`src/hw/alu_status_pkg.sv`:
```
// Shared constants and types for the ALU with status flags and product registers.
package alu_status_pkg;

  // ==========================================================================
  // Register indices (byte address is four times the index)
  // ==========================================================================
  localparam logic [7:0] IDX_COMMAND = 8'h00;
  localparam logic [7:0] IDX_ARITH_STATUS = 8'h04;
  localparam logic [7:0] IDX_MULT_LOW = 8'h18;
  localparam logic [7:0] IDX_MULT_HIGH = 8'h19;
  localparam logic [7:0] IDX_SCRATCH = 8'h1a;
  localparam logic [7:0] IDX_WORKING = 8'h1b;

  // ==========================================================================
  // Status register fields
  // ==========================================================================
  localparam int BIT_CARRY = 0;
  localparam int BIT_HALF_BORROW = 1;
  localparam int BIT_ZERO = 2;
  localparam int BIT_SIGN_ERROR = 3;
  localparam int INDIRECT_LSB = 4;
  localparam logic [7:0] STATUS_POR_VALUE = 8'hf0;
  localparam logic [3:0] INDIRECT_SOFT_VALUE = 4'hf;
  localparam logic [7:0] WORKING_RESET_VALUE = 8'h00;
  localparam logic [7:0] SCRATCH_RESET_VALUE = 8'h00;
  localparam logic [23:0] COMMAND_RESET_VALUE = 24'h000000;

  // ==========================================================================
  // Command word fields
  // ==========================================================================
  localparam int CMD_OP_LSB = 0;
  localparam int CMD_OP_W = 5;
  localparam int CMD_SRC_BIT = 5;
  localparam int CMD_DEST_BIT = 6;
  localparam int CMD_FILE_LSB = 8;
  localparam int CMD_IMM_LSB = 16;

  typedef enum logic [4:0] {
    OP_ADD, OP_ADDC, OP_SUB, OP_SUBB, OP_AND, OP_IOR, OP_XOR, OP_MUL,
    OP_MOVF, OP_CLR, OP_SET, OP_INC, OP_DEC, OP_COMP, OP_NEG, OP_RLC,
    OP_RRC, OP_SWAP, OP_BCLR, OP_BSET, OP_MOVE_W_TO_FILE_OP, OP_NONE
  } aluOp_e;

endpackage

```
`src/hw/alu_if.sv`:
```
// Operand, result and flag bundle between the register block and the ALU core.
interface alu_if;
  import alu_status_pkg::*;
  aluOp_e op;
  logic [7:0] wVal;
  logic [7:0] opVal;
  logic carryIn;
  logic [7:0] result;
  logic [3:0] flags;
  logic [3:0] updMask;
  logic writesDest;
  logic [15:0] product;
  modport core (input op, wVal, opVal, carryIn,
    output result, flags, updMask, writesDest, product);
  modport user (output op, wVal, opVal, carryIn,
    input result, flags, updMask, writesDest, product);
endinterface

```
`src/hw/alu_core.sv`:
```
// Combinational arithmetic and logic core with flag generation and 8x8 multiply.
module alu_core
  import alu_status_pkg::*;
(
  alu_if.core alu
);

  logic [7:0] addA;
  logic [7:0] addB;
  logic addCin;
  logic [8:0] fullSum;
  logic [4:0] lowSum;
  logic signErr;

  // ==========================================================================
  // Adder operand steering
  // ==========================================================================
  always_comb
  begin
    addA = alu.wVal;
    addB = alu.opVal;
    addCin = 1'b0;
    case (alu.op)
      OP_ADDC: addCin = alu.carryIn;
      // Subtraction adds the inverted subtrahend, so carry out low means a borrow.
      OP_SUB:
      begin
        addA = alu.opVal; // RL4
        addB = ~alu.wVal;
        addCin = 1'b1;
      end
      OP_SUBB:
      begin
        addA = alu.opVal; // RL4
        addB = ~alu.wVal;
        addCin = alu.carryIn;
      end
      OP_INC:
      begin
        addA = alu.opVal;
        addB = 8'h00;
        addCin = 1'b1;
      end
      OP_DEC:
      begin
        addA = alu.opVal;
        addB = 8'hff;
      end
      OP_NEG:
      begin
        addA = 8'h00;
        addB = ~alu.opVal;
        addCin = 1'b1;
      end
      default: ;
    endcase
  end

  assign fullSum = {1'b0, addA} + {1'b0, addB} + {8'h00, addCin};
  assign lowSum = {1'b0, addA[3:0]} + {1'b0, addB[3:0]} + {4'h0, addCin};
  assign signErr = (addA[7] == addB[7]) && (fullSum[7] != addA[7]); // RL5
  assign alu.product = {8'h00, alu.wVal} * {8'h00, alu.opVal};

  // ==========================================================================
  // Result and flags
  // ==========================================================================
  always_comb
  begin
    alu.result = fullSum[7:0];
    alu.flags = 4'h0;
    alu.updMask = 4'h0;
    alu.writesDest = 1'b1;
    case (alu.op)
      OP_ADD, OP_ADDC, OP_SUB, OP_SUBB, OP_INC, OP_DEC, OP_NEG:
        alu.updMask = 4'hf;
      OP_AND:
      begin
        alu.result = alu.wVal & alu.opVal;
        alu.updMask[BIT_ZERO] = 1'b1;
      end
      OP_IOR:
      begin
        alu.result = alu.wVal | alu.opVal;
        alu.updMask[BIT_ZERO] = 1'b1;
      end
      OP_XOR:
      begin
        alu.result = alu.wVal ^ alu.opVal;
        alu.updMask[BIT_ZERO] = 1'b1;
      end
      OP_MOVF:
      begin
        alu.result = alu.opVal;
        alu.updMask[BIT_ZERO] = 1'b1;
      end
      OP_CLR:
      begin
        alu.result = 8'h00;
        alu.updMask[BIT_ZERO] = 1'b1; // RL2
      end
      OP_COMP:
      begin
        alu.result = ~alu.opVal;
        alu.updMask[BIT_ZERO] = 1'b1;
      end
      OP_RLC:
      begin
        alu.result = {alu.opVal[6:0], alu.carryIn};
        alu.updMask[BIT_CARRY] = 1'b1;
      end
      OP_RRC:
      begin
        alu.result = {alu.carryIn, alu.opVal[7:1]};
        alu.updMask[BIT_CARRY] = 1'b1;
      end
      OP_SET: alu.result = 8'hff;
      OP_SWAP: alu.result = {alu.opVal[3:0], alu.opVal[7:4]}; // RL3
      OP_BCLR, OP_BSET: alu.result = alu.opVal;
      OP_MOVE_W_TO_FILE_OP: alu.result = alu.wVal; // RL3
      default: alu.writesDest = 1'b0;
    endcase
    alu.flags[BIT_CARRY] = fullSum[8];
    if (alu.op == OP_RLC)
      alu.flags[BIT_CARRY] = alu.opVal[7];
    if (alu.op == OP_RRC)
      alu.flags[BIT_CARRY] = alu.opVal[0];
    alu.flags[BIT_HALF_BORROW] = lowSum[4]; // RL4
    alu.flags[BIT_ZERO] = (alu.result == 8'h00); // RL12
    alu.flags[BIT_SIGN_ERROR] = signErr; // RL5
  end

endmodule

```
`src/hw/alu_status_flags.sv`:
```
// Register block of the ALU: status flags, working register, product bytes, bus slave.
//
// Design decision made here: the Wishbone interface to the registers.

// How it works
// RL1: Flag-updating ops writing the status register keep flag bits from the flag logic.
// RL2: Clearing the status register gives 0000u1uu: upper zero, zero flag set.
// RL3: Bit clear, bit set, swap and move-W-to-file leave all flags untouched.
// RL4: Subtraction uses carry and half-borrow flags as inverted borrow outputs.
// RL5: Signed overflow beyond +127 or below -128 sets the sign error flag.
// RL6: Single-operand ops read either the working register or a file register.
// RL7: Two-operand ops use the working register plus a file or 8-bit immediate.
// RL8: The status register is a valid destination like any other file register.
// RL9: Product readable as unbanked bytes: low at 18h, high at 19h.
// RL10: Product bytes are unreset: undefined at power-on, kept on other resets.
// RL11: Status at 04h; bits 7:4 indirect mode, power-on ones; 3:0 flags.
// RL12: Zero flag set when the 8-bit result is zero, cleared otherwise.
module alu_status_flags
  import alu_status_pkg::*;
(
  input wire logic clk_sys,
  input wire logic sys_rst,
  input wire logic cyc_i,
  input wire logic stb_i,
  input wire logic we_i,
  input wire logic [7:0] adr_i,
  input wire logic [31:0] dat_i,
  input wire logic [3:0] sel_i,
  output logic [31:0] dat_o,
  output logic ack_o,
  input wire logic extResetPin,
  input wire logic watchdogReset,
  output logic [3:0] indirectModeBits,
  output logic [3:0] arithFlags
);

  logic [1:0] extPinSync;
  logic [1:0] wdogSync;
  logic softReset;
  logic [7:0] arithStatusReg;
  logic [7:0] workingRegister;
  logic [7:0] multResultLow;
  logic [7:0] multResultHigh;
  logic [7:0] scratchFile;
  logic [23:0] lastCommand;
  logic [7:0] busIndex;
  logic busTake;
  logic busWrite;
  logic cmdExec;
  aluOp_e cmdOp;
  logic cmdSrcSel;
  logic cmdDestFile;
  logic [7:0] cmdFile;
  logic [7:0] cmdImm;
  logic [7:0] fileValue;
  logic [7:0] bitMask;
  logic [7:0] next_result;
  logic destIsFile;
  logic [7:0] destAddr;
  logic writeFile;
  logic writeWorking;
  logic [7:0] statusMerge;

  alu_if alu ();

  alu_core u_core (
    .alu(alu.core)
  );

  // ==========================================================================
  // File space decode
  // ==========================================================================
  function automatic logic [7:0] readFile(
    input logic [7:0] addr,
    input logic [7:0] status,
    input logic [7:0] lowByte,
    input logic [7:0] highByte,
    input logic [7:0] scratch,
    input logic [7:0] working
  );
    logic [7:0] value;
    value = 8'h00;
    case (addr)
      IDX_ARITH_STATUS: value = status; // RL11
      IDX_MULT_LOW: value = lowByte; // RL9
      IDX_MULT_HIGH: value = highByte; // RL9
      IDX_SCRATCH: value = scratch;
      IDX_WORKING: value = working;
      default: value = 8'h00;
    endcase
    return value;
  endfunction

  // ==========================================================================
  // Reset pin synchronisers
  // ==========================================================================
  always_ff @(posedge clk_sys or posedge sys_rst)
  begin
    if (sys_rst)
    begin
      extPinSync <= 2'b00;
      wdogSync <= 2'b00;
    end
    else
    begin
      extPinSync <= {extPinSync[0], extResetPin};
      wdogSync <= {wdogSync[0], watchdogReset};
    end
  end

  // Either non-power-up reset holds the block in its soft reset state.
  assign softReset = extPinSync[1] | wdogSync[1];

  // ==========================================================================
  // Wishbone slave
  // ==========================================================================
  assign busIndex = {2'b00, adr_i[7:2]};
  assign busTake = cyc_i & stb_i & ~ack_o;
  // Writes land on the edge where the master sees ack, as classic cycles demand.
  assign busWrite = cyc_i & stb_i & we_i & ack_o;

  always_ff @(posedge clk_sys or posedge sys_rst)
  begin
    if (sys_rst)
      ack_o <= 1'b0;
    else
      ack_o <= busTake;
  end

  always_ff @(posedge clk_sys or posedge sys_rst)
  begin
    if (sys_rst)
      dat_o <= 32'h00000000;
    else if (busTake)
    begin
      if (busIndex == IDX_COMMAND)
        dat_o <= {8'h00, lastCommand};
      else
        dat_o <= {24'h000000, readFile(busIndex, arithStatusReg, multResultLow,
          multResultHigh, scratchFile, workingRegister)};
    end
  end

  // ==========================================================================
  // Command decode and operand selection
  // ==========================================================================
  assign cmdOp = aluOp_e'(dat_i[CMD_OP_LSB +: CMD_OP_W]);
  assign cmdSrcSel = dat_i[CMD_SRC_BIT];
  assign cmdDestFile = dat_i[CMD_DEST_BIT];
  assign cmdFile = dat_i[CMD_FILE_LSB +: 8];
  assign cmdImm = dat_i[CMD_IMM_LSB +: 8];
  // A command needs its three low lanes; a partial write is dropped as a whole.
  assign cmdExec = busWrite & (busIndex == IDX_COMMAND) & (sel_i[2:0] == 3'b111)
    & ~softReset;

  assign fileValue = readFile(cmdFile, arithStatusReg, multResultLow,
    multResultHigh, scratchFile, workingRegister);
  assign bitMask = 8'h01 << cmdImm[2:0];

  always_comb
  begin
    alu.op = cmdExec ? cmdOp : OP_NONE;
    alu.wVal = workingRegister;
    alu.carryIn = arithStatusReg[BIT_CARRY];
    alu.opVal = fileValue;
    case (cmdOp)
      OP_ADD, OP_ADDC, OP_SUB, OP_SUBB, OP_AND, OP_IOR, OP_XOR, OP_MUL:
        alu.opVal = cmdSrcSel ? cmdImm : fileValue; // RL7
      OP_MOVF, OP_CLR, OP_SET, OP_INC, OP_DEC, OP_COMP, OP_NEG, OP_RLC,
      OP_RRC, OP_SWAP:
        alu.opVal = cmdSrcSel ? workingRegister : fileValue; // RL6
      default: alu.opVal = fileValue;
    endcase
  end

  always_comb
  begin
    next_result = alu.result;
    destIsFile = cmdDestFile;
    case (cmdOp)
      OP_BCLR:
      begin
        next_result = fileValue & ~bitMask; // RL3
        destIsFile = 1'b1;
      end
      OP_BSET:
      begin
        next_result = fileValue | bitMask; // RL3
        destIsFile = 1'b1;
      end
      OP_MOVE_W_TO_FILE_OP: destIsFile = 1'b1;
      default: ;
    endcase
  end

  assign destAddr = cmdFile;
  assign writeFile = cmdExec & alu.writesDest & destIsFile;
  assign writeWorking = cmdExec & alu.writesDest & ~destIsFile;

  // ==========================================================================
  // Status register update
  // ==========================================================================
  // Any flag-updating op that targets the status register loses its write to
  // the flag nibble: updated bits come from the flags, the rest stay put.
  always_comb
  begin
    statusMerge[7:4] = next_result[7:4];
    if (alu.updMask != 4'h0)
      statusMerge[3:0] = (arithStatusReg[3:0] & ~alu.updMask)
        | (alu.flags & alu.updMask); // RL1 RL2
    else
      statusMerge[3:0] = next_result[3:0]; // RL8
  end

  always_ff @(posedge clk_sys or posedge sys_rst)
  begin
    if (sys_rst)
      arithStatusReg <= STATUS_POR_VALUE; // RL11
    else if (softReset)
      arithStatusReg[7:4] <= INDIRECT_SOFT_VALUE;
    else if (busWrite && busIndex == IDX_ARITH_STATUS && sel_i[0])
      arithStatusReg <= dat_i[7:0];
    else if (writeFile && destAddr == IDX_ARITH_STATUS)
      arithStatusReg <= statusMerge; // RL1 RL8
    else if (cmdExec)
      arithStatusReg[3:0] <= (arithStatusReg[3:0] & ~alu.updMask)
        | (alu.flags & alu.updMask); // RL3 RL12
  end

  // ==========================================================================
  // Working register and scratch file
  // ==========================================================================
  always_ff @(posedge clk_sys or posedge sys_rst)
  begin
    if (sys_rst)
      workingRegister <= WORKING_RESET_VALUE;
    else if (busWrite && busIndex == IDX_WORKING && sel_i[0])
      workingRegister <= dat_i[7:0];
    else if (writeWorking || (writeFile && destAddr == IDX_WORKING))
      workingRegister <= next_result;
  end

  always_ff @(posedge clk_sys or posedge sys_rst)
  begin
    if (sys_rst)
      scratchFile <= SCRATCH_RESET_VALUE;
    else if (busWrite && busIndex == IDX_SCRATCH && sel_i[0])
      scratchFile <= dat_i[7:0];
    else if (writeFile && destAddr == IDX_SCRATCH)
      scratchFile <= next_result;
  end

  always_ff @(posedge clk_sys or posedge sys_rst)
  begin
    if (sys_rst)
      lastCommand <= COMMAND_RESET_VALUE;
    else if (cmdExec)
      lastCommand <= dat_i[23:0];
  end

  // ==========================================================================
  // Product registers
  // ==========================================================================
  // No reset on purpose: power-on leaves them unknown and the soft resets
  // must not disturb a product that software may still want to read.
  always_ff @(posedge clk_sys)
  begin
    if (busWrite && busIndex == IDX_MULT_LOW && sel_i[0])
      multResultLow <= dat_i[7:0]; // RL10
    else if (cmdExec && cmdOp == OP_MUL)
      multResultLow <= alu.product[7:0]; // RL9
    else if (writeFile && destAddr == IDX_MULT_LOW)
      multResultLow <= next_result;
  end

  always_ff @(posedge clk_sys)
  begin
    if (busWrite && busIndex == IDX_MULT_HIGH && sel_i[0])
      multResultHigh <= dat_i[7:0]; // RL10
    else if (cmdExec && cmdOp == OP_MUL)
      multResultHigh <= alu.product[15:8]; // RL9
    else if (writeFile && destAddr == IDX_MULT_HIGH)
      multResultHigh <= next_result;
  end

  // ==========================================================================
  // Outputs
  // ==========================================================================
  assign indirectModeBits = arithStatusReg[7:4];
  assign arithFlags = arithStatusReg[3:0];

endmodule

```
`config.mk`:
```
export PLATFORM = sky130hd
export DESIGN_NAME = alu_status_flags
export DESIGN_NICKNAME = d
export VERILOG_FILES = /design/src/hw/alu_status_pkg.sv /design/src/hw/alu_if.sv /design/src/hw/alu_core.sv /design/src/hw/alu_status_flags.sv
export SDC_FILE = /design/constraint.sdc
export NUM_CORES = 1
export LEC_CHECK = 0
export ABC_AREA = 1
export BUFFER_PORTS_ARGS = -buffer_cell sky130_fd_sc_hd__buf_2
export CORE_MARGIN = 2
export CORE_UTILIZATION = 50
export CTS_BUF_LIST = sky130_fd_sc_hd__clkbuf_16
export DETAILED_ROUTE_END_ITERATION = 8
export PLACE_DENSITY_LB_ADDON = 0.1
export SYNTH_ARGS = -nofsm -noshare
export SYNTH_HDL_FRONTEND = slang
export SYNTH_SLANG_ARGS = --single-unit
```
`constraint.sdc`:
```
create_clock -name clk_sys -period 6.2 [get_ports clk_sys]
set_clock_uncertainty 0.2 [all_clocks]
set_input_delay 1.86 -clock clk_sys [delete_from_list [all_inputs] [get_ports clk_sys]]
set_output_delay 1.86 -clock clk_sys [all_outputs]
set_load 0.005 [all_outputs]
```
# After elaboration in Yosys (flattened, before gate mapping)
# Cells that the tools add are included.
# totals
output_inout_bits	41
ff_bits	101
inputBits	51
elab_cells	172
# op_classes
reduce_logical	42
shifts	1
n_addsub	4
mux	35
multipliers	1
n_eq_ne	52
bitwise	26
# op_table
operator	count
$mux 8	13
$pmux 8 s11	1
$eq 5x4->1 const B	16
$pmux 8 s5	2
$eq 5x5->1 const B	10
$pmux 8 s2	3
$eq 5x3->1 const B	7
$eq 8x5->1 const B	4
$pmux 8 s4	1
$eq 6x5->1 const B	4
$mux 24	1
$not 8->8	3
$eq 5x2->1 const B	4
$mux 4	5
$reduce_or 20->1	1
$logic_and 1x1->1	17
$and 8x8->8	2
$logic_not 8->1	2
$mul 8x8->16	1
$or 8x8->8	2
$reduce_or 13->1	1
$reduce_bool 3->1	4
$and 1x1->1	10
$eq 5x1->1 const B	2
other kinds (31)	45

# Depth between registers and ports, before layout
# depth
depth_word	20
ltp_mapped	32

# Cells and area by module
# From an unflattened synthesis, not the netlist that was laid out.
# unflattened
cells_unflattened	1441
area_unflattened_um2	9678.0
# by_module_without_submodules
mod	n_inst	area_each_um2	seq_area_each_um2	cells_each
alu_status_flags	1	5600.4	2412.3	773
alu_core	1	4077.7	0.0	668

# Worst setup path after synthesis
# OpenSTA, ideal clock, no wires.
# synth_path
kind	in2reg
from	input port dat_i[2]
to	register multResultHigh[4], data pin
setup_ns	0.267
t_required_ns	5.733
slack_ns	-1.035
arrival_time_ns	6.768
cell_stages	30
path_cell_list	buf_2 -> nor2_4 -> a21oi_2 -> inv_2 -> nand2_2 -> buf_4 -> nand3_1 -> nand2_1 -> buf_1 -> inv_1 -> nand2_1 -> fa_1 -> fa_1 -> inv_1 -> fa_1 -> inv_1 -> fa_1 -> inv_1 -> ha_1 -> nand2_1 -> o21ai_0 -> nand3_1 -> nand2_1 -> nand2_1 -> inv_1 -> nor2_1 -> o21bai_1 -> a21oi_1 -> o21ai_0 -> a31oi_1
# synth_between
elab_chain_len	12
# synth_lines
item	line	source
start: declaration	alu_status_flags.sv:27	input wire logic [31:0] dat_i,
$eq 5x4->1, or another cell as far along	alu_status_flags.sv:166	case (cmdOp)
$reduce_or 10->1 or $reduce_or 8->1 (tied branches)	alu_status_flags.sv:166	
$pmux 8 s2	alu_status_flags.sv:166	
$not 8->8	alu_core.sv:52, alu_core.sv:103	
$pmux 8 s4	alu_core.sv:23	case (alu.op)
$add 8x8->9	alu_core.sv:59	assign fullSum = {1'b0, addA} + {1'b0, addB} + {8'h00, addCin};
$add 9x1->9	alu_core.sv:59	
$pmux 8 s11	alu_core.sv:73	case (alu.op)
$pmux 8 s2	alu_status_flags.sv:180	case (cmdOp)
$mux 8	alu_status_flags.sv:282	else if (writeFile && destAddr == IDX_MULT_HIGH)
$mux 8 (*)	alu_status_flags.sv:280	else if (cmdExec && cmdOp == OP_MUL)
$mux 8 (*)	alu_status_flags.sv:278	if (busWrite && busIndex == IDX_MULT_HIGH && sel_i[0])
end signal: assignment	alu_status_flags.sv:279	multResultHigh <= dat_i[7:0];
end signal: assignment	alu_status_flags.sv:281	multResultHigh <= alu.product[15:8];
end signal: assignment	alu_status_flags.sv:283	multResultHigh <= next_result;
end: declaration	alu_status_flags.sv:43	logic [7:0] multResultHigh;
# Every way passes the cells marked *; elsewhere a longest branch is shown, timed or not. The select of a mux whose other input is x is not followed.
# A chain may end at the register's enable or synchronous reset.

# Worst setup path in the final report
# layout_path
from	input port dat_i[3]
to	register multResultHigh[0], data pin
# Same word-level chain as after synthesis.

==> Flow_metrics.wiki <==
{| class="wikitable"
! Metric !! Value
|-
| Leading area contributor after synthesis || sky130_fd_sc_hd__dfrtp_1
|-
| Die span in y || 143 µm
|-
| Worst slew margin relative to its limit || 39.3%
|-
| Maximum number of pins on one net before global-route repair || 46
|-
| # H-tree levels || 3
|-
| Number of max-cap violations || 0
|-
| Slew of the pin with the lowest slew margin || 0.910 ns
|-
| Worst Path Class, Setup || input pin to flip-flop
|-
| Number of buffers inserted by port buffering || 72
|-
| Max Fclk || 0.148 GHz
|-
| Hold/Removal Path Class || flip-flop to flip-flop
|-
| Worst slack at placement || -1.18 ns
|-
| Run status || finished, violations left
|-
| Synthesized flop and latch total || 93
|-
| Fraction of post-synthesis cell area in the top cell type by area || 18.9%
|-
| CTS sink count || 93
|-
| Slowest cell delay on critical path || 0.53 ns
|-
| Total global routing overflow || 0
|-
| Power per Cell Area || 233 nW/µm²
|-
| Final max-slew violation count || 0
|-
| Synthesized netlist cell count || 1390
|-
| Failing checks || negative setup slack
|-
| Via density per instance || 5.82
|-
| Routed wl met2 || 17600 µm
|-
| Data arrival time at the worst-slack endpoint || 6.73 ns
|-
| Count of cells along the worst hold path || 0
|-
| Count of flip-flops with a built-in enable after synthesis || 16
|-
| Sequential-to-total area share from yosys stat || 25.0%
|-
| Detail Placement HPWL || 30400 µm
|-
| Initial core utilization || 51.3%
|-
| Worst Hold Margin || 0.158 ns
|-
| Count of hold buffers inserted by post-cts repair || 0
|-
| Startpoint Class || input pin
|-
| Number of nets at the end of the flow || 1807
|-
| Synth warnings || 0
|-
| Clock Tree Root || sky130_fd_sc_hd__clkbuf_16
|-
| Count of vias placed by the detailed router || 11200
|-
| Skew-Pair Late Insertion Delay || 0.34 ns
|-
| Predominant post-synthesis flop cell || sky130_fd_sc_hd__dfrtp_1
|-
| Detailed-routed wire length on met3 || 4150 µm
|-
| Unrepaired setup endpoints after global routing || yes
|-
| TritonCTS clock tree || built
|-
| Clock buffer depth || 2
|-
| Number of library cell types mapped by synthesis || 57
|-
| Initial antenna violation count || 0
|-
| Count of cells along the worst register-to-register path || 23
|-
| Area growth, synth to finish || 36.5%
|-
| Worst-case vdd ir drop || 0.559 mV
|-
| Instance count on the critical path || 29
|-
| Final antenna diode count || 0
|-
| DRC violation count after routing || 0
|-
| Least setup slack across all paths after layout || -0.551 ns
|-
| Global-route wire length before repair || 59400 µm
|-
| Floorplan die area || 20400 µm²
|-
| Most common cell in the synthesized netlist || sky130_fd_sc_hd__nand2_1
|-
| Number of global-route vias before repair || 10600
|-
| GRT Overall Usage || 38.6%
|-
| Kind of cell with the highest combined delay on the critical path || adder cells
|-
| Antenna violation net count after detailed routing || 0
|-
| Initial DRC Count || 1198
|-
| Syn Std Cell Area || 9660 µm²
|-
| LEAKAGE || 0.00664 µW
|-
| DRT Wirelength || 40000 µm
|-
| Synth area leaders || sky130_fd_sc_hd__dfrtp_1, sky130_fd_sc_hd__nand2_1, sky130_fd_sc_hd__fa_1
|-
| Leading post-synthesis cells by instance count || sky130_fd_sc_hd__nand2_1, sky130_fd_sc_hd__inv_1, sky130_fd_sc_hd__nor2_1
|-
| Routed length per placed instance || 20.8 µm
|-
| Placeable core region || 18800 µm²
|-
| Number of buffers inserted during clock tree synthesis || 9
|-
| Drt pass-1 iters || 8
|-
| Row count || 50
|-
| Uppermost layer routed || met4
|-
| Final GP Congestion || 1.03
|-
| Die Width || 143 µm
|-
| Final period util || 109%
|-
| Post-CTS clock slew at the launch and capture registers of the worst setup and hold paths || 0.07 ns
|-
| Fillers || 1637
|-
| Count of endpoints failing hold in the final timing report || 0
|-
| Fraction of final layout cells with drive strength greater than 1 || 33.4%
|-
| Combined buffer and inverter count along the critical path || 12
|-
| Cell with the largest stage delay on the worst path || sky130_fd_sc_hd__fa_1
|-
| Crit-path max FO || 6
|-
| Synthesized area per cell || 6.95 µm²
|-
| Required time of the critical path || 6.18 ns
|-
| I/O pin count || 92
|-
| Fin crit period || 6.75 ns
|-
| Async SR Flop Fraction || 82.8%
|-
| Detailed-routing wirelength on met1 || 16200 µm
|-
| Crit path capture type || flip-flop
|-
| Final setup violation count || 15
|}
==> cells by family after synthesis <==
| kind of cell | share of synthesized area (%) |
|---|---|
| DFF | 25.0 |
| and+or+nand+nor | 31.4 |
| buffers and inverters | 10.1 |
| AOI/OAI and AO/OA | 17.1 |
| other | 0.0388 |
| xor gates and xnor gates | 0.907 |
| adders and majority gates | 15.5 |
==> registers in the layout (all words and copies together), names as in the netlist <==
name            flops
extPinSync          2
dat_o              24
arithStatusReg      8
scratchFile         8
wdogSync            2
multResultLow       8
multResultHigh      8
alu.wVal            8
ack_o               1
lastCommand        24
==> layout make-up <==
cell class | count | area, µm² | area share (%)
clock buffer | 9 | 225 | 1.71
clock inverter | 7 | 87.6 | 0.664
timing repair buffer | 295 | 2190 | 16.6
multi-input combinational | 1062 | 7170 | 54.4
inverter | 198 | 767 | 5.82
sequential | 93 | 2410 | 18.3
tap | 260 | 325 | 2.47
==> layout by cell type, fill, tap and decap left out, drive strengths merged, types with 7 or more instances in the layout <==
| master | instances |
|---|---|
| o21ai | 126 |
| o211ai | 11 |
| nand4 | 12 |
| o22ai | 17 |
| fa | 38 |
| conb | 8 |
| o221ai | 22 |
| clkbuf | 9 |
| a221oi | 8 |
| nand2 | 321 |
| nor3 | 19 |
| buf | 295 |
| nor2 | 192 |
| ha | 59 |
| a31oi | 8 |
| edfxtp | 16 |
| inv | 195 |
| a21oi | 62 |
| xor2 | 7 |
| nand3 | 110 |
| clkinv | 9 |
| dfrtp | 73 |
==> path summary, 6_finish.rpt <==
path	start	end	slack, ns
max	dat_i[3]	multResultHigh[0]$_DFFE_PP_	-0.55
min	wdogSync[0]$_DFF_PP0_	wdogSync[1]$_DFF_PP0_	0.16
max reg2reg	alu.wVal[4]$_DFFE_PP0P_	multResultHigh[0]$_DFFE_PP_	0.81
min reg2reg	wdogSync[0]$_DFF_PP0_	wdogSync[1]$_DFF_PP0_	0.16
max in group asynchronous	sys_rst	alu.wVal[2]$_DFFE_PP0P_	3.46
min in group asynchronous	sys_rst	dat_o[6]$_DFFE_PP0P_	1.34
==> timing repair <==
action,in CTS,in global routing
setup buffers,50,30
pin swaps,70,68
setup endpoints to repair,12,19
gates cloned,0,0
gates resized for setup,165,84
==> routing by layer <==
| layer | vias up | track usage (%) |
|---|---|---|
| li1 | 5149 | - |
| met4 | 0 | 16.5 |
| met2 | 653 | 59.2 |
| met3 | 136 | 7.28 |
| met1 | 5251 | 53.5 |
| met5 | - | 0 |
==> through the flow <==
step	power, µW	instance area, µm²	std cells	utilization (%)	TNS, ns
after detailed placement	1880	11400	1837	60.5	-11.85
after floorplan	1380	9860	1397	-	-2.74
after global routing	3210	13200	1924	70.0	-7.43
after global placement	1870	11400	1837	60.5	-11.02
after CTS	2790	12700	1902	67.4	-2.65
final	3070	13200	1924	70.0	-5.44
==> worst register-to-register path, stage by stage (launching register included) <==
cell and delay (ns):
sky130_fd_sc_hd__dfrtp_1 0.57, sky130_fd_sc_hd__o21ai_0 0.35, sky130_fd_sc_hd__nand2_2 0.14, sky130_fd_sc_hd__nand2_2 0.12
sky130_fd_sc_hd__buf_6 0.13, sky130_fd_sc_hd__nor2_4 0.04, sky130_fd_sc_hd__fa_1 0.51, sky130_fd_sc_hd__inv_2 0.04
sky130_fd_sc_hd__fa_1 0.53, sky130_fd_sc_hd__inv_1 0.05, sky130_fd_sc_hd__fa_1 0.47, sky130_fd_sc_hd__inv_1 0.05
sky130_fd_sc_hd__fa_1 0.49, sky130_fd_sc_hd__inv_2 0.05, sky130_fd_sc_hd__ha_4 0.24, sky130_fd_sc_hd__a21oi_4 0.16
sky130_fd_sc_hd__o21ai_2 0.09, sky130_fd_sc_hd__buf_4 0.14, sky130_fd_sc_hd__buf_4 0.12, sky130_fd_sc_hd__buf_4 0.13
sky130_fd_sc_hd__a21oi_1 0.15, sky130_fd_sc_hd__o21ai_0 0.13, sky130_fd_sc_hd__buf_4 0.15, sky130_fd_sc_hd__a31oi_1 0.18
==> power by group <==
group | internal [µW] | total (µW) | leakage (µW) | switching [µW]
Clock | 323 | 585 | 0.000154 | 262
Sequential | 633 | 639 | 0.00114 | 5.95
Combinational | 858 | 1850 | 0.00535 | 992
Total | 1810 | 3070 | 0.00664 | 1260
Power figures use the tool's default switching activity.
